$ cat src/skip_ops_pkg.sv
// package: opcodes, flag layout, widths and bus map for the skip/sub/swap/table unit
package skip_ops_pkg;
  localparam int DATA_W = 8;
  localparam int RAM_AW = 6;
  localparam int ROM_AW = 10;
  localparam int ROM_DW = 14;
  localparam int PAGE_W = 8;
  // register offsets (byte addresses)
  localparam logic [7:0] OFS_INSTR  = 8'h00;
  localparam logic [7:0] OFS_ACC    = 8'h04;
  localparam logic [7:0] OFS_FLAGS  = 8'h08;
  localparam logic [7:0] OFS_TBLPTR = 8'h0C;
  localparam logic [7:0] OFS_TBLHI  = 8'h10;
  localparam logic [7:0] OFS_PC     = 8'h14;
  localparam logic [7:0] OFS_STATUS = 8'h18;
  localparam logic [7:0] OFS_RAMWIN = 8'h80;
  // flag bit positions
  localparam int FLG_C  = 0;
  localparam int FLG_AC = 1;
  localparam int FLG_Z  = 2;
  localparam int FLG_OV = 3;
  // reset values
  localparam logic [7:0]        ACC_RST   = 8'h00;
  localparam logic [3:0]        FLAGS_RST = 4'h0;
  localparam logic [ROM_AW-1:0] PC_RST    = 10'h000;
  localparam logic [7:0]        ALL_ONES  = 8'hFF;
  localparam logic [7:0]        ONE       = 8'h01;
  // instruction word layout: op[15:12] bit[10:8] addr[5:0] / imm[7:0]
  localparam int OP_LSB  = 12;
  localparam int BIT_LSB = 8;
  typedef enum logic [3:0] {
    OP_NOP      = 4'h0,
    OP_DECA_SZ  = 4'h1,
    OP_SETB     = 4'h2,
    OP_SETBIT   = 4'h3,
    OP_INC_SZ   = 4'h4,
    OP_INCA_SZ  = 4'h5,
    OP_BIT_SNZ  = 4'h6,
    OP_SUB_A    = 4'h7,
    OP_SUB_M    = 4'h8,
    OP_SUB_I    = 4'h9,
    OP_SWAP     = 4'hA,
    OP_NIBBLE_EXCHANGE_TO_ACC    = 4'hB,
    OP_SZ       = 4'hC,
    OP_MOVA_SZ  = 4'hD,
    OP_BIT_SZ   = 4'hE,
    OP_TABRD    = 4'hF
  } op_t;
  typedef struct packed {
    logic [RAM_AW-1:0] addr;
    logic [7:0]        data;
    logic              we;
  } ram_wr_t;
endpackage : skip_ops_pkg

$ cat src/skip_ops_unit.sv
// execution unit for skip, set, subtract, swap and table-read operations
// Overview of operation
// [RL1] acc gets mem minus one; skip on zero
// [RL2] decrement-to-acc leaves memory byte untouched
// [RL3] byte set writes all ones, no flags
// [RL4] bit set forces one bit only
// [RL5] increment memory in place, skip on zero
// [RL6] acc gets mem plus one; skip on zero
// [RL7] skip discards prefetch, adds dummy cycle
// [RL8] skip when selected bit is one
// [RL9] acc minus mem into acc, flags updated
// [RL10] same subtraction, result into memory
// [RL11] acc minus immediate, flags updated
// [RL12] swap nibbles of memory in place
// [RL13] swapped nibbles to acc, memory kept
// [RL14] skip when memory byte is zero
// [RL15] copy memory to acc, skip on zero
// [RL16] skip when selected bit is zero
// [RL17] current-page table read to memory and latch
// [RL18] last-page table read likewise
// [RL19] discarded instruction has no side effects
//
// Chosen here: the Wishbone interface to the registers and the register addresses.
`timescale 1ns/1ps
module skip_ops_unit
  import skip_ops_pkg::*;
#(
  parameter int RAM_DEPTH = 64,
  parameter int ROM_DEPTH = 1024
) (
  // clock and reset
  input  wire logic        clk_i,
  input  wire logic        rst_i,
  // classic wishbone slave
  input  wire logic        cyc_i,
  input  wire logic        stb_i,
  input  wire logic        we_i,
  input  wire logic [7:0]  adr_i,
  input  wire logic [3:0]  sel_i,
  input  wire logic [31:0] dat_i,
  output logic      [31:0] dat_o,
  output logic             ack_o,
  output logic             err_o,
  // program rom read port
  output logic [skip_ops_pkg::ROM_AW-1:0] rom_addr_o,
  input  wire logic [skip_ops_pkg::ROM_DW-1:0] rom_data_i,
  // status
  output logic             busy_o
);
  import skip_ops_pkg::*;

  typedef enum logic [2:0] {
    ST_IDLE  = 3'b001,
    ST_EXEC  = 3'b010,
    ST_DUMMY = 3'b100
  } state_t;

  state_t             state_reg;
  state_t             state_next;
  logic [15:0]        instr_reg;
  logic [7:0]         acc_reg;
  logic [3:0]         flags_reg;
  logic [7:0]         tblptr_reg;
  logic [7:0]         tblhi_reg;
  logic [ROM_AW-1:0]  pc_reg;
  logic               skipped_reg;
  logic [7:0]         ram [RAM_DEPTH];
  logic               ack_reg;
  logic [31:0]        rdata_reg;
  logic               err_reg;

  function automatic logic [8:0] add_c(input logic [7:0] a, input logic [7:0] b);
    add_c = {1'b0, a} + {1'b0, b} + 9'h001;
  endfunction : add_c

  function automatic logic [7:0] nib_swap(input logic [7:0] v);
    nib_swap = {v[3:0], v[7:4]};
  endfunction : nib_swap

  // instruction decode
  op_t               op;
  wire [RAM_AW-1:0]  maddr   = instr_reg[RAM_AW-1:0];
  wire [2:0]         bsel    = instr_reg[BIT_LSB+2:BIT_LSB];
  wire [7:0]         imm     = instr_reg[7:0];
  wire               lastpg  = instr_reg[11];
  wire [7:0]         mval    = ram[maddr];
  wire               mbit    = mval[bsel];
  wire [7:0]         dec_v   = mval - ONE;
  wire [7:0]         inc_v   = mval + ONE;
  wire [7:0]         sub_op  = (op == OP_SUB_I) ? imm : mval;
  wire [8:0]         sub_sum = add_c(acc_reg, ~sub_op);
  wire [4:0]         sub_lo  = {1'b0, acc_reg[3:0]} + {1'b0, ~sub_op[3:0]} + 5'h01;
  wire [7:0]         sub_r   = sub_sum[7:0];
  wire               sub_ov  = (acc_reg[7] == ~sub_op[7]) && (sub_r[7] != acc_reg[7]);
  wire               exec    = (state_reg == ST_EXEC);
  assign op = op_t'(instr_reg[15:OP_LSB]);

  // skip condition per operation
  logic skip_c;
  always_comb begin
    case (op)
      OP_DECA_SZ: skip_c = (dec_v == 8'h00);    // [RL1]
      OP_INC_SZ:  skip_c = (inc_v == 8'h00);    // [RL5]
      OP_INCA_SZ: skip_c = (inc_v == 8'h00);    // [RL6]
      OP_BIT_SNZ: skip_c = mbit;                // [RL8]
      OP_SZ:      skip_c = (mval == 8'h00);     // [RL14]
      OP_MOVA_SZ: skip_c = (mval == 8'h00);     // [RL15]
      OP_BIT_SZ:  skip_c = !mbit;               // [RL16]
      default:    skip_c = 1'b0;
    endcase
  end

  // memory write-back selection
  ram_wr_t mw;
  always_comb begin
    mw.addr = maddr;
    mw.we   = exec;
    case (op)
      OP_SETB:   mw.data = ALL_ONES;                           // [RL3]
      OP_SETBIT: mw.data = mval | (ONE << bsel);               // [RL4]
      OP_INC_SZ: mw.data = inc_v;                              // [RL5]
      OP_SUB_M:  mw.data = sub_r;                              // [RL10]
      OP_SWAP:   mw.data = nib_swap(mval);                     // [RL12]
      OP_TABRD:  mw.data = rom_data_i[7:0];                    // [RL17] [RL18]
      default: begin
        mw.data = mval;
        mw.we   = 1'b0;                                        // [RL2] [RL13]
      end
    endcase
  end

  // accumulator result selection
  logic       acc_we;
  logic [7:0] acc_d;
  always_comb begin
    acc_we = exec;
    case (op)
      OP_DECA_SZ: acc_d = dec_v;                  // [RL1]
      OP_INCA_SZ: acc_d = inc_v;                  // [RL6]
      OP_SUB_A:   acc_d = sub_r;                  // [RL9]
      OP_SUB_I:   acc_d = sub_r;                  // [RL11]
      OP_NIBBLE_EXCHANGE_TO_ACC:   acc_d = nib_swap(mval);         // [RL13]
      OP_MOVA_SZ: acc_d = mval;                   // [RL15]
      default: begin
        acc_d  = acc_reg;
        acc_we = 1'b0;
      end
    endcase
  end
  wire flags_we = exec && (op == OP_SUB_A || op == OP_SUB_M || op == OP_SUB_I); // [RL9]

  // table address: page from pc or last page, low bits from the pointer
  wire [ROM_AW-1:0] pg_cur = pc_reg;
  assign rom_addr_o = lastpg ? {{(ROM_AW-PAGE_W){1'b1}}, tblptr_reg}        // [RL18]
                             : {pg_cur[ROM_AW-1:PAGE_W], tblptr_reg};       // [RL17]

  // wishbone decode
  wire bus_req  = cyc_i && stb_i && !ack_reg && !err_reg;
  // window is the upper half of the byte map; only words 0..31 are bus-visible
  wire ram_hit  = adr_i >= OFS_RAMWIN;
  wire [RAM_AW-1:0] bus_ra = RAM_AW'(adr_i[6:2]);
  wire hit = ram_hit || adr_i inside {OFS_INSTR, OFS_ACC, OFS_FLAGS, OFS_TBLPTR,
                                      OFS_TBLHI, OFS_PC, OFS_STATUS};
  // a new instruction is only accepted while idle; the bus acks but drops it when busy
  wire wr_go    = bus_req && hit && we_i && sel_i[0];
  wire start    = wr_go && adr_i == OFS_INSTR && sel_i[1] && state_reg == ST_IDLE;
  logic [31:0] rd_mux;
  always_comb begin
    case (adr_i)
      OFS_INSTR:  rd_mux = {16'h0000, instr_reg};
      OFS_ACC:    rd_mux = {24'h000000, acc_reg};
      OFS_FLAGS:  rd_mux = {28'h0000000, flags_reg};
      OFS_TBLPTR: rd_mux = {24'h000000, tblptr_reg};
      OFS_TBLHI:  rd_mux = {24'h000000, tblhi_reg};
      OFS_PC:     rd_mux = {22'h000000, pc_reg};
      OFS_STATUS: rd_mux = {30'h00000000, skipped_reg, state_reg != ST_IDLE};
      default:    rd_mux = ram_hit ? {24'h000000, ram[bus_ra]} : 32'h00000000;
    endcase
  end

  always_comb begin
    case (state_reg)
      ST_IDLE:  state_next = start ? ST_EXEC : ST_IDLE;
      ST_EXEC:  state_next = skip_c ? ST_DUMMY : ST_IDLE;    // [RL7]
      ST_DUMMY: state_next = ST_IDLE;                        // [RL7] [RL19]
      default:  state_next = ST_IDLE;
    endcase
  end

  always_ff @(posedge clk_i) begin
    if (rst_i) begin
      state_reg   <= ST_IDLE;
      acc_reg     <= ACC_RST;
      flags_reg   <= FLAGS_RST;
      pc_reg      <= PC_RST;
      instr_reg   <= 16'h0000;
      tblptr_reg  <= 8'h00;
      tblhi_reg   <= 8'h00;
      skipped_reg <= 1'b0;
    end else begin
      state_reg <= state_next;
      if (start) begin
        instr_reg <= {dat_i[15:8], dat_i[7:0]};
      end
      if (wr_go && adr_i == OFS_ACC && state_reg == ST_IDLE) begin
        acc_reg <= dat_i[7:0];
      end else if (acc_we) begin
        acc_reg <= acc_d;
      end
      if (wr_go && adr_i == OFS_TBLPTR) begin
        tblptr_reg <= dat_i[7:0];
      end
      if (wr_go && adr_i == OFS_PC && sel_i[1]) begin
        pc_reg <= dat_i[ROM_AW-1:0];
      end else if (exec) begin
        pc_reg <= pc_reg + (skip_c ? ROM_AW'(2) : ROM_AW'(1)); // [RL7] [RL19]
      end
      if (flags_we) begin
        flags_reg[FLG_C]  <= sub_sum[8];                       // [RL9] [RL10] [RL11]
        flags_reg[FLG_AC] <= sub_lo[4];
        flags_reg[FLG_Z]  <= (sub_r == 8'h00);
        flags_reg[FLG_OV] <= sub_ov;
      end
      if (exec && op == OP_TABRD) begin
        tblhi_reg <= {2'b00, rom_data_i[ROM_DW-1:8]};         // [RL17] [RL18]
      end
      if (exec) begin
        skipped_reg <= skip_c;
      end
    end
  end

  // data memory: execution writes win over bus writes in the same cycle
  always_ff @(posedge clk_i) begin
    if (mw.we) begin
      ram[mw.addr] <= mw.data;
    end else if (wr_go && ram_hit) begin
      ram[bus_ra] <= dat_i[7:0];
    end
  end

  always_ff @(posedge clk_i) begin
    if (rst_i) begin
      ack_reg   <= 1'b0;
      err_reg   <= 1'b0;
      rdata_reg <= 32'h00000000;
    end else begin
      ack_reg   <= bus_req && hit;
      err_reg   <= bus_req && !hit;
      rdata_reg <= rd_mux;
    end
  end

  assign ack_o  = ack_reg;
  assign err_o  = err_reg;
  assign dat_o  = rdata_reg;
  assign busy_o = (state_reg != ST_IDLE);

  // results are registered at the end of the execute cycle, so they are checked one edge later
  a_skip_dummy: assert property (@(posedge clk_i) disable iff (rst_i) // [RL7]
    exec && skip_c |=> state_reg == ST_DUMMY ##1 state_reg == ST_IDLE)
    else $error("skip did not insert one dummy cycle");
  a_noskip_one: assert property (@(posedge clk_i) disable iff (rst_i) // [RL7]
    exec && !skip_c |=> state_reg == ST_IDLE)
    else $error("non-skip took more than one cycle");
  a_dummy_quiet: assert property (@(posedge clk_i) disable iff (rst_i) // [RL19]
    state_reg == ST_DUMMY |=> $stable(acc_reg) && $stable(flags_reg) && $stable(pc_reg))
    else $error("dummy cycle changed state");
  a_deca_mem: assert property (@(posedge clk_i) disable iff (rst_i) // [RL1] [RL2]
    exec && op == OP_DECA_SZ |=> ram[$past(maddr)] == $past(mval)
      && acc_reg == $past(mval) - ONE)
    else $error("decrement-to-acc wrong");
  a_deca_skip: assert property (@(posedge clk_i) disable iff (rst_i) // [RL1]
    exec && op == OP_DECA_SZ |=> (state_reg == ST_DUMMY) == ($past(mval) == ONE))
    else $error("decrement skip decision wrong");
  a_set_byte: assert property (@(posedge clk_i) disable iff (rst_i) // [RL3]
    exec && op == OP_SETB |=> ram[$past(maddr)] == ALL_ONES && $stable(flags_reg))
    else $error("byte set wrong");
  a_set_bit: assert property (@(posedge clk_i) disable iff (rst_i) // [RL4]
    exec && op == OP_SETBIT |=> ram[$past(maddr)] == ($past(mval) | (ONE << $past(bsel))))
    else $error("bit set wrong");
  a_inc_mem: assert property (@(posedge clk_i) disable iff (rst_i) // [RL5]
    exec && op == OP_INC_SZ |=> ram[$past(maddr)] == $past(mval) + ONE)
    else $error("increment in place wrong");
  a_inc_skip: assert property (@(posedge clk_i) disable iff (rst_i) // [RL5]
    exec && op == OP_INC_SZ |=> (state_reg == ST_DUMMY) == ($past(mval) == ALL_ONES))
    else $error("increment skip decision wrong");
  a_inca_acc: assert property (@(posedge clk_i) disable iff (rst_i) // [RL6]
    exec && op == OP_INCA_SZ |=> acc_reg == $past(mval) + ONE
      && ram[$past(maddr)] == $past(mval)
      && (state_reg == ST_DUMMY) == ($past(mval) == ALL_ONES))
    else $error("increment-to-acc wrong");
  a_snz_skip: assert property (@(posedge clk_i) disable iff (rst_i) // [RL8]
    exec && op == OP_BIT_SNZ |=> (state_reg == ST_DUMMY) == $past(mbit))
    else $error("bit nonzero skip decision wrong");
  a_sub_acc: assert property (@(posedge clk_i) disable iff (rst_i) // [RL9]
    exec && op == OP_SUB_A |=> acc_reg == $past(acc_reg) - $past(mval)
      && flags_reg[FLG_Z] == (acc_reg == 8'h00))
    else $error("subtract result or zero flag wrong");
  a_sub_carry: assert property (@(posedge clk_i) disable iff (rst_i) // [RL9]
    exec && op == OP_SUB_A |=> flags_reg[FLG_C] == ($past(acc_reg) >= $past(mval)))
    else $error("subtract carry wrong");
  a_subtract_to_memory_mem: assert property (@(posedge clk_i) disable iff (rst_i) // [RL10]
    exec && op == OP_SUB_M |=> ram[$past(maddr)] == $past(acc_reg) - $past(mval)
      && $stable(acc_reg))
    else $error("subtract to memory wrong");
  a_subi_acc: assert property (@(posedge clk_i) disable iff (rst_i) // [RL11]
    exec && op == OP_SUB_I |=> acc_reg == $past(acc_reg) - $past(imm))
    else $error("subtract immediate wrong");
  a_swap_mem: assert property (@(posedge clk_i) disable iff (rst_i) // [RL12]
    exec && op == OP_SWAP |=> ram[$past(maddr)] == {$past(mval[3:0]), $past(mval[7:4])})
    else $error("swap in place wrong");
  a_nibble_exchange_to_acc_acc: assert property (@(posedge clk_i) disable iff (rst_i) // [RL13]
    exec && op == OP_NIBBLE_EXCHANGE_TO_ACC |=> acc_reg == {$past(mval[3:0]), $past(mval[7:4])}
      && $stable(flags_reg))
    else $error("swap to acc wrong");
  a_mem_kept: assert property (@(posedge clk_i) disable iff (rst_i) // [RL2] [RL13] [RL14]
    exec && op inside {OP_DECA_SZ, OP_INCA_SZ, OP_NIBBLE_EXCHANGE_TO_ACC, OP_SZ, OP_MOVA_SZ}
      |=> ram[$past(maddr)] == $past(mval))
    else $error("memory changed by a to-acc operation");
  a_sz_skip: assert property (@(posedge clk_i) disable iff (rst_i) // [RL14]
    exec && op == OP_SZ && mval == 8'h00 |=> pc_reg == $past(pc_reg) + ROM_AW'(2))
    else $error("zero test skip missing");
  a_mova_acc: assert property (@(posedge clk_i) disable iff (rst_i) // [RL15]
    exec && op == OP_MOVA_SZ |=> acc_reg == $past(mval)
      && (state_reg == ST_DUMMY) == ($past(mval) == 8'h00))
    else $error("move test skip wrong");
  a_bitz_skip: assert property (@(posedge clk_i) disable iff (rst_i) // [RL16]
    exec && op == OP_BIT_SZ |=> (state_reg == ST_DUMMY) == !$past(mbit))
    else $error("bit zero skip decision wrong");
  a_table_cur: assert property (@(posedge clk_i) disable iff (rst_i) // [RL17]
    exec && op == OP_TABRD && !lastpg
      |-> rom_addr_o[ROM_AW-1:PAGE_W] == pc_reg[ROM_AW-1:PAGE_W] && rom_addr_o[7:0] == tblptr_reg)
    else $error("current page table address wrong");
  a_table_last: assert property (@(posedge clk_i) disable iff (rst_i) // [RL18]
    exec && op == OP_TABRD && lastpg |-> rom_addr_o[7:0] == tblptr_reg
      && rom_addr_o[ROM_AW-1:PAGE_W] == {(ROM_AW-PAGE_W){1'b1}})
    else $error("last page table address wrong");
  a_table_data: assert property (@(posedge clk_i) disable iff (rst_i) // [RL17] [RL18]
    exec && op == OP_TABRD |=> tblhi_reg == {2'h0, $past(rom_data_i[ROM_DW-1:8])}
      && ram[$past(maddr)] == $past(rom_data_i[7:0]))
    else $error("table word not split into memory and latch");
  a_flags_hold: assert property (@(posedge clk_i) disable iff (rst_i) // [RL1] [RL12] [RL17]
    exec && !(op inside {OP_SUB_A, OP_SUB_M, OP_SUB_I}) |=> $stable(flags_reg))
    else $error("flags changed by a flag-free operation");
  c_skip_taken: cover property (@(posedge clk_i) exec && skip_c);
  c_sub_carry: cover property (@(posedge clk_i) flags_we && sub_sum[8]);
  c_table_last: cover property (@(posedge clk_i) exec && op == OP_TABRD && lastpg);
  c_table_cur: cover property (@(posedge clk_i) exec && op == OP_TABRD && !lastpg);
  c_sub_overflow: cover property (@(posedge clk_i) flags_we && sub_ov);
endmodule : skip_ops_unit

$ cat config.mk
export PLATFORM = sky130hd
export DESIGN_NAME = skip_ops_unit
export DESIGN_NICKNAME = d
export VERILOG_FILES = /design/src/skip_ops_pkg.sv /design/src/skip_ops_unit.sv
export SDC_FILE = /design/constraint.sdc
export NUM_CORES = 1
export LEC_CHECK = 0
export BUFFER_PORTS_ARGS = -buffer_cell sky130_fd_sc_hd__buf_2
export CAP_MARGIN = 20
export CORE_MARGIN = 2
export CORE_UTILIZATION = 62
export DETAILED_ROUTE_END_ITERATION = 12
export HOLD_SLACK_MARGIN = 0.12
export PLACE_DENSITY_LB_ADDON = 0.2
export SETUP_SLACK_MARGIN = 0.05
export SYNTH_ARGS = -nofsm -noshare
export SYNTH_HDL_FRONTEND = slang
export SYNTH_SLANG_ARGS = --single-unit
$ cat constraint.sdc
create_clock -name clk_i -period 9.6 [get_ports clk_i]
set_clock_uncertainty 0.2 [all_clocks]
set_input_delay 0.48 -clock clk_i [delete_from_list [all_inputs] [get_ports clk_i]]
set_output_delay 0.48 -clock clk_i [all_outputs]
set_load 0.02 [all_outputs]
After elaboration in Yosys (flattened, before gate mapping)
Memories as Yosys holds them, arrays and structs flattened. A register that Yosys moved wholly into a read port is not among the register bits.
Index checks and enable logic that the tools add are counted.
{"block": "classes", "n_mul": 0, "shifts": 1, "bitwise": 4, "muxes": 29, "div_mod_pow": 0, "magnitude_cmp": 2, "reduce_logical": 42, "eq_ne": 26, "add_sub_neg": 7}
{"op": "case mux 16 bit (7 select lines)", "count": 1}
{"op": "case mux 8 bit (6 select lines)", "count": 1}
{"op": "zero test 8 bit", "count": 5}
{"op": "two-way mux 8 bit", "count": 5}
{"op": "case mux 8 bit (5 select lines)", "count": 1}
{"op": "equality test 4 bit (second input constant)", "count": 8}
{"op": "two-way mux 10 bit", "count": 3}
{"op": "equality test 8 x 5 -> 1 bit (second input constant)", "count": 3}
{"op": "logical AND 1 bit", "count": 19}
{"op": "two-way mux 6 bit", "count": 3}
{"op": "equality test 4 x 3 -> 1 bit (second input constant)", "count": 4}
{"op": "equality test 8 x 4 -> 1 bit (second input constant)", "count": 2}
{"op": "OR reduction 6 bit", "count": 2}
{"op": "adder 10 x 2 -> 10 bit", "count": 1}
{"op": "adder 8 x 8 -> 9 bit", "count": 1}
{"op": "adder 9 x 1 -> 9 bit (second input constant)", "count": 1}
{"op": "two-way mux 1 bit", "count": 9}
{"op": "adder 8 x 1 -> 8 bit (second input constant)", "count": 1}
{"op": "equality test 4 x 2 -> 1 bit (second input constant)", "count": 2}
{"op": "equality test 8 x 3 -> 1 bit (second input constant)", "count": 1}
{"op": "greater-or-equal comparator 8 bit (second input constant)", "count": 1}
{"op": "inverter 8 bit", "count": 1}
{"op": "OR 8 bit", "count": 1}
{"op": "OR reduction 8 bit", "count": 1}
{"op": "other kinds (25)", "count": 34}
{"block": "totals", "n_memories": 1, "mem_bits_rw": 512, "ff_bits": 90, "mem_bits_ro": 0, "out_inout_bits": 45, "latchBits": 0}
{"name": "ram", "words": 64, "word_bits": 8, "rd": 2, "rd_ports_with_merged_regs": 1, "wr": 1, "line_no": "skip_ops_unit.sv:67", "text": "logic [7:0] ram [RAM_DEPTH];"}

Logic depth before layout (Yosys ltp)
Gate-level depths: netlist of run 1.
{"block": "logic_depth", "ltp_word": 12, "depth_mapped": 27, "depth_no_buf": 22}

Least setup slack after synthesis of run 1
No wires, ideal clock.
{"block": "synth_timing", "kind": "register -> register", "from": "reg with a tool-made name", "to": "mem ram[0][7], data pin", "period_less_slack_ps": 7428, "required_ps": 8679, "n_path_buf": 3, "setup_slack_ps": 2172, "arrival_ps": 6506, "path_stages_with_launch": 22, "cell_sequence": "dfxtp_1 buf_6 buf_6 clkinv_1 mux2i_1 a32o_1 or4_1 and2_1 buf_2 nand2_1 o21ai_0 ha_1 nor2b_1 o21ai_0 a21boi_0 o21ai_0 nand2b_1 a31oi_1 xor2_1 o211ai_1 nor3_1 a211oi_1"}
{"element": "to (decl)", "line_no": "skip_ops_unit.sv:67"}

==> out/metrics.cfg, run 1 <==
[clock_tree]
path_clk_slew_ps=60
cts_setup_buffers=0
htree_levels=2
cts_tree=built
root_buffer=clkbuf_16
cts_hold_buffers=25
cts_buffers=59
clk_path_buf_depth=3
clkLatencyLatePin_ps=660
cts_sinks=592
cts_resized=0

[setup_path]
cp_data_required_time_ps=9950
crit_chain=buf_4 > inv_2 > mux2i_1 > a32oi_1 > a32oi_2 > a211oi_1 > nand2_1 > xor2_1 > and4b_1 > a211o_1 > nor2_1 > ha_1 > inv_1 > fa_1 > nor2_1 > and3_1 > and3_1 > nand3_1 > xor2_1 > a211oi_1
crit_slowest_cell=dfxtp_4
crit_family=compound AO/OA/AOI/OAI gates
criticalPathCategory=flop to flop
worstSetupEndpointType=flop
cp_max_fo=45
r2r_setup_slack_ps=2360
slowest_delay_ps=870
start_kind=flop
rr_worst_depth=20
critPathArrivalTime_ps=7590
r2r_end=pc_reg[8]$_SDFFE_PP0P_
path_buf_inv=3

[synthesis]
synth_warnings=0
avgSynthCellArea_um2=15.0
synthFlopType=edfxtp_1
syn_inst=1857
ys_types=90
synthesis.area_um2=27800
synthArstFlopShare_pct=0
yosysTopAreaCell=edfxtp_1
synth_seq_cells=592
synth_top_area_share_pct=55.3
yosysSeqAreaShare_pct=61.0
synth_edf_count=512
ys_top_cells_by_area=edfxtp_1 55%, mux4_2 13%, dfxtp_1 5.8%

[timing]
fmax_mhz=138
min_period_ps=7240
rsz0062_at_grt=no
setup_viol=0
finalHoldViolations=0
slew_headroom_pct=20.4
drv_slew=0
worst_pin_slew_ps=1190
setup_tns_ps=0
fin_crit_sh_pct=75.4

[floorplan]
die_x_um=216
die_y_um=216
core_area_um2=44200
dieArea_um2=46600
start_util_pct=62.9
rows=77
pin_count=108

[global_route]
grt-ovfl-total=0
grt_pass1_wl_mm=119
grt_max_degree=65
antenna_found_initial=0
grt_pass1_vias=18000
grt.total_usage_pct=35.4

[route]
drt-initial-drc-count=2768
routedWlPerCell_um=31.5
finalWirelength_mm=81.5
drt-pass1-iter-count=7
final_antenna_net_count=0
drcViolationCount=0
vias_per_cell=7.05
num_vias=18200

[power_and_ir_drop]
p_leak_uw=0.00984
power_frac_clock_pct=44.4
swShare_pct=20.6
pwr-share-comb_pct=2.9
pwr-share-seq_pct=52.7
powerDensity_nw_per_um2=170
power.switching_uw=1080
peakVddDrop_uv=148
power_uw=5260
internal_power_uw=4170

[placed_design]
place.gp.congestion=0.937
io_buffers=73
dp_hpwl_mm=53.2

[run]
drv_cap=0

[cells_and_area]
nets=2025
largest_register_ffs=512
drive_gt1_share_pct=20.2
area_growth_pct=11.0

[min_path]
min_to=flags_reg[3]$_SDFFE_PP0P_
worstHoldPathCells=3
hp-start=rst_i
min_path_type=input pin to flop

[run_status]
status=complete, no violations

==> kinds of logic (layout without fill, tap and decap cells) <==
family / Yosys count / after routing / synth area share, %
muxes: 281 / 281 / 18.2
other: 1 / 18 / 0.0135
and+or+nand+nor: 472 / 472 / 8.13
AOI/OAI and AO/OA: 321 / 321 / 8.02
xor gates and xnor gates: 23 / 23 / 0.724
DFF: 592 / 592 / 61.0
adders and majority gates: 15 / 15 / 0.729
buffers and inverters: 152 / 273 / 3.14
==> worst max-delay path by stage <==
| stage | from | to | slack (ps) | cells past startpoint |
|---|---|---|---|---|
| floorplan | flop | ram[0][7]$_DFFE_PP_ | 2170 | 21 |
| global placement | flop | pc_reg[8]$_SDFFE_PP0P_ | 2570 | 23 |
| detailed placement | flop | ram[48][3]$_DFFE_PP_ | 2490 | 19 |
| CTS | flop | ram[23][3]$_DFFE_PP_ | 2450 | 19 |
| global route | flop | pc_reg[8]$_SDFFE_PP0P_ | 2070 | 23 |
| finish | flop | pc_reg[8]$_SDFFE_PP0P_ | 2360 | 20 |
==> synth_stat cells (5+ instances only) <==
cell type,instances
o22ai_1,13
a22o_1,9
o21ai_0,49
buf_1,11
clkbuf_1,55
nand2b_1,10
a21oi_1,82
or2_2,6
nor2b_1,28
a211oi_1,18
nor3_1,16
xor2_1,9
mux4_1,11
mux4_2,165
inv_1,18
a21o_1,14
nand4_1,8
a32oi_1,6
edfxtp_1,512
a22oi_1,26
a221oi_1,14
nand2_1,130
buf_2,16
nand3_1,46
xnor2_1,14
nor2_1,148
buf_4,29
a32o_1,5
and3_1,15
and2_1,20
o211ai_1,9
dfxtp_1,80
o221ai_1,8
a21boi_0,5
a31oi_1,9
nand3b_1,6
buf_6,15
ha_1,13
a2111oi_0,8
nor3b_1,10
mux2i_1,100
==> worst register-to-register path: cells and delay by family, from the launching register on <==
family	cells	cell delay [ps]
XOR/XNOR	2	440
buffers and inverters	3	1000
flip-flops	1	870
adder cells (fa/ha/maj)	2	600
multiplexers	1	310
AND/OR/NAND/NOR	7	1360
AO/OA/AOI/OAI	5	2350
==> routing by layer <==
| metal | up-vias | routed length, um | track usage [%] |
|---|---|---|---|
| met3 | 235 | 8790 | 7.53 |
| met4 | 0 | 4130 | 16.7 |
| li1 | 7589 | - | - |
| met2 | 1306 | 38400 | 56.1 |
| met1 | 9100 | 30200 | 47.5 |
| met5 | - | 0 | 0 |
==> placed cells by master (no fill, tap or decap), drive strengths merged, types with 14 or more instances in the layout <==
master | netlist | layout
a211oi | 19 | 19
a21o | 14 | 14
a21oi | 82 | 82
a221oi | 14 | 14
a22oi | 26 | 26
and2 | 22 | 22
and3 | 15 | 15
buf | 75 | 119
clkbuf | 55 | 71
clkinv | 2 | 26
conb | 1 | 16
dfxtp | 80 | 80
dlygate4sd3 | 0 | 25
edfxtp | 512 | 512
inv | 20 | 22
mux2i | 100 | 100
mux4 | 176 | 176
nand2 | 130 | 130
nand3 | 46 | 46
nor2 | 148 | 148
nor2b | 28 | 28
nor3 | 16 | 16
o21ai | 51 | 51
xnor2 | 14 | 14
==> final cells by class <==
| cell class | instances | area [um2] |
|---|---|---|
| diodes | 2 | 5.00 |
| clock buffers | 71 | 1520 |
| clock inverters | 36 | 412 |
| fillers | 2891 | 13300 |
| inverters | 22 | 87.6 |
| multi-input cells | 1128 | 10100 |
| flip-flops and latches | 592 | 17000 |
| well taps | 592 | 741 |
| repair buffers | 144 | 1030 |
==> through the flow <==
| step | setup slack, ps | instance area, um2 | util [%] | std cells | hold WS [ps] |
|---|---|---|---|---|---|
| after floorplan | 2170 | 27900 | - | 1872 | 246 |
| after global placement | 2570 | 28600 | 64.6 | 2444 | 258 |
| after detailed placement | 2490 | 28600 | 64.6 | 2445 | 272 |
| after CTS | 2450 | 30800 | 69.6 | 2577 | 246 |
| after global routing | 2070 | 30900 | 69.8 | 2585 | 274 |
| final | 2360 | 30900 | 69.8 | 2587 | 255 |
==> power by group through the flow <==
stage	Sequential (uW)	Combinational, uW	Clock, uW
floorplan	2830	91.0	0
global placement	2830	140	0
detailed placement	2830	142	0
CTS	2770	150	2340
global route	2770	161	2420
finish	2770	153	2330
No activity file was read; power rests on OpenSTA's default activity.
==> run 2: changes to the inputs <==
--- a/config.mk
+++ b/config.mk
@@ -5,10 +5,11 @@
 export SDC_FILE = /design/constraint.sdc
 export NUM_CORES = 1
 export LEC_CHECK = 0
+export ABC_AREA = 1
 export BUFFER_PORTS_ARGS = -buffer_cell sky130_fd_sc_hd__buf_2
 export CAP_MARGIN = 20
 export CORE_MARGIN = 2
-export CORE_UTILIZATION = 62
+export CORE_UTILIZATION = 56
 export DETAILED_ROUTE_END_ITERATION = 12
 export HOLD_SLACK_MARGIN = 0.12
 export PLACE_DENSITY_LB_ADDON = 0.2
==> constraint.sdc (replaced) <==
create_clock -name clk_i -period 6.5 [get_ports clk_i]
set_clock_uncertainty 0.2 [all_clocks]
set_input_delay 0.325 -clock clk_i [delete_from_list [all_inputs] [get_ports clk_i]]
set_output_delay 0.325 -clock clk_i [all_outputs]
set_load 0.02 [all_outputs]
==> run 2 against run 1 <==
Compared with the run above: synthesized cell count is 59% higher; routed wire length is 4.5% higher; cell count is 45% higher; worst hold slack worse by 82 ps; utilization is 6.3 points lower; non-clock buffer count is 34 higher; maximum frequency is 26% higher; clock power is 57% higher; synthesized area is 1.6% higher; die area is 12% higher; global-route usage is 3.3 points lower; total power is 52% higher; critical path type unchanged.
==> out/metrics.cfg, run 2 <==
[synthesis]
synthAdderAreaFrac_pct=0.717  ; -0.012 points
synth_edf_count=512  ; unchanged
ys_top_cells_by_area=edfxtp_1 54%, nand2_1 12%, nand3_1 8.9%
synth_mux_area_share_pct=0  ; -18 points
synthSimpleGateAreaFrac_pct=25.1  ; +17 points
synth_seq_cells=592  ; unchanged
synthXorXnorAreaFrac_pct=0.341  ; -0.38 points
synthFlopType=edfxtp_1
yosys-top-cells-count=889 x nand2_1, 512 x edfxtp_1, 502 x nand3_1
synthesis.area_um2=28300  ; +1.6%
synthArstFlopShare_pct=0  ; unchanged
yosysTopAreaCell=edfxtp_1
synthMostInstantiatedCell=nand2_1
synth_compound_area_share_pct=7.86  ; -0.16 points
synth_top_area_share_pct=54.4  ; -0.90 points
ys_types=57  ; -37%
synth_warnings=0  ; unchanged
synth_top_family_by_area=simple AND/OR/NAND/NOR gates
syn_inst=2944  ; +59%
avgSynthCellArea_um2=9.60  ; -36%
yosysSeqAreaShare_pct=60.1  ; -0.99 points

[timing]
min_period_ps=5770  ; -1470 ps
setup_viol=0  ; unchanged
worst_pin_slew_ps=1110  ; -77.4 ps
drv_slew=0  ; unchanged
setup_ws_ps=731  ; -1630 ps
fin_crit_sh_pct=88.7  ; +13 points
finalHoldViolations=0  ; unchanged
hold_slack_ps=173  ; -82.2 ps
fmax_mhz=173  ; +26%
setup_tns_ps=0  ; unchanged
rsz0062_at_grt=no
slew_headroom_pct=25.6  ; +5.2 points

[clock_tree]
cts_sinks=592  ; unchanged
cts_setup_buffers=0  ; unchanged
clkLatencyLatePin_ps=670  ; about the same
htree_levels=2  ; unchanged
clk_path_buf_depth=3  ; unchanged
cts_resized=0  ; unchanged
cts_hold_buffers=37  ; +48%
cts_tree=built
path_clk_slew_ps=60  ; about the same
root_buffer=clkbuf_16
cts_buffers=61  ; +3.4%

[power_and_ir_drop]
peakVddDrop_uv=247  ; +67%
p_leak_uw=0.0117  ; +19%
power_uw=7970  ; +52%
powerDensity_nw_per_um2=251  ; +48%

[route]
num_vias=23100  ; +26%
final_antenna_net_count=0  ; unchanged
finalWirelength_mm=85.2  ; +4.5%
wl_met3_mm=8.00  ; -9.1%
wl_met2_mm=39.9  ; +3.9%
top_layer=met4
routedWlPerCell_um=22.8  ; -28%
drt-initial-drc-count=3057  ; +10%
vias_per_cell=6.15  ; -13%
drt-pass1-iter-count=6  ; -1
wl_met1_mm=33.4  ; +11%
drcViolationCount=0  ; unchanged

[min_path]
min_to=dat_o[9]$_SDFF_PP0_
worstHoldPathCells=6  ; +3
min_path_type=input pin to flop
hp-start=adr_i[0]

[cells_and_area]
fillers=4038  ; +40%
final_common_cell=nand2_1
area_growth_pct=12.2
multi_input_area_um2=9770  ; -3.2%
largest_register_ffs=512  ; unchanged
drive_gt1_share_pct=10.1  ; -10 points
fin_cells=3747  ; +45%
final_cell_mix=888 x nand2_1, 512 x edfxtp_1, 502 x nand3_1
seq_area_um2=17000  ; about the same
nets=3100  ; +53%

[floorplan]
die_y_um=229  ; +6.0%
pin_count=108  ; unchanged
rows=82  ; +6.5%
start_util_pct=56.6  ; -6.3 points
core_area_um2=50000  ; +13%
dieArea_um2=52300  ; +12%
die_x_um=229  ; +6.0%

[setup_path]
slowest_delay_ps=450  ; -420 ps
criticalPathCategory=flop to flop
cp_common_cell=nand2_1
start_kind=flop
worstSetupEndpointType=flop
cp_data_required_time_ps=6820  ; -3130 ps
r2r_setup_slack_ps=730  ; -1630 ps
rr_worst_depth=29  ; +45%
crit_slowest_cell=inv_6
cp_max_fo=66  ; +47%
r2r_end=pc_reg[8]$_SDFFE_PP0P_
critPathArrivalTime_ps=6090  ; -1500 ps

[run]
drv_cap=0  ; unchanged

[placed_design]
pre_cts_ws_ps=837  ; -1650 ps
io_buffers=73  ; unchanged
place.gp.congestion=0.970  ; +3.5%
dp_hpwl_mm=53.3  ; +0.12%
post-place-cells=3591  ; +47%

[global_route]
grt_max_degree=69  ; +6.2%
grt_pass1_wl_mm=128  ; +7.2%
grt_pass1_vias=21700  ; +20%
grt-ovfl-total=0  ; unchanged
antenna_found_initial=1  ; +1
grt.total_usage_pct=32.1  ; -3.3 points

[run_status]
status=complete, no violations

==> run 2: cell types whose count changed in the layout (fill, tap and decap cells not counted), moves of 15 or more <==
cell,change
buf_4,+15
inv_1,+124
mux2i_1,-100
mux4_2,-165
a22oi_1,+17
nand4_1,+26
and2_1,-20
nand3_1,+456
o211ai_1,+28
nand2_1,+758
nor2b_1,-28
o21ai_0,+29
and3_1,-15
==> run 2: worst max path at each step <==
stage	startpoint	end	slack, ps	depth (start not counted)
2_1_floorplan	flop	ram[0][6]$_DFFE_PP_	1360	27
4_1_cts	flop	pc_reg[8]$_SDFFE_PP0P_	810	29
3_3_place_gp	flop	pc_reg[8]$_SDFFE_PP0P_	880	29
5_1_grt	flop	pc_reg[8]$_SDFFE_PP0P_	300	29
6_report	flop	pc_reg[8]$_SDFFE_PP0P_	730	29
3_5_place_dp	flop	pc_reg[8]$_SDFFE_PP0P_	840	29
==> run 2: worst max-delay path, delay by kind of cell (launching register included) <==
kind                       cells  cell delay [ps]
xor gates and xnor gates       1              150
and+or+nand+nor               17             2680
DFF                            1              380
buffers and inverters          7             1320
AOI/OAI and AO/OA              2              300
adders and majority gates      2              560
==> run 2: cell families (layout without fill, tap and decap cells) <==
kind of cell,Yosys count,after routing
fa+ha+maj,15,15
xor+xnor,11,11
compound gates,343,343
simple gates,1644,1644
buf+inv,338,453
other cells,1,17
flops,592,592
==> run 2: stage by stage <==
stage | utilization, % | cell area (um2)
final | 63.5 | 31700
after global routing | 63.5 | 31700
after CTS | 63.4 | 31700
after detailed placement | 58.4 | 29200
after global placement | 58.4 | 29200
after floorplan | - | 28300
==> run 2: power breakdown <==
part,total [uW],internal [uW],switching (uW)
Combinational,236,68.2,168
Clock,3650,2140,1500
Sequential,4080,4080,1.57
==> run 2: cell type report <==
type | count | area share [%]
clock inverter | 46 | 1.67
multi-input combinational | 2029 | 30.8
inverter | 160 | 1.92
antenna | 1 | 0.00789
timing repair buffer | 178 | 4.45
tap | 672 | 2.65
clock buffer | 69 | 4.97
sequential | 592 | 53.5
==> run 2: layer usage <==
metal	global-route usage, %	vias up
met5	0	-
met4	14.7	0
met3	6.25	264
met2	51.0	1305
met1	42.9	11100
li1	-	10400
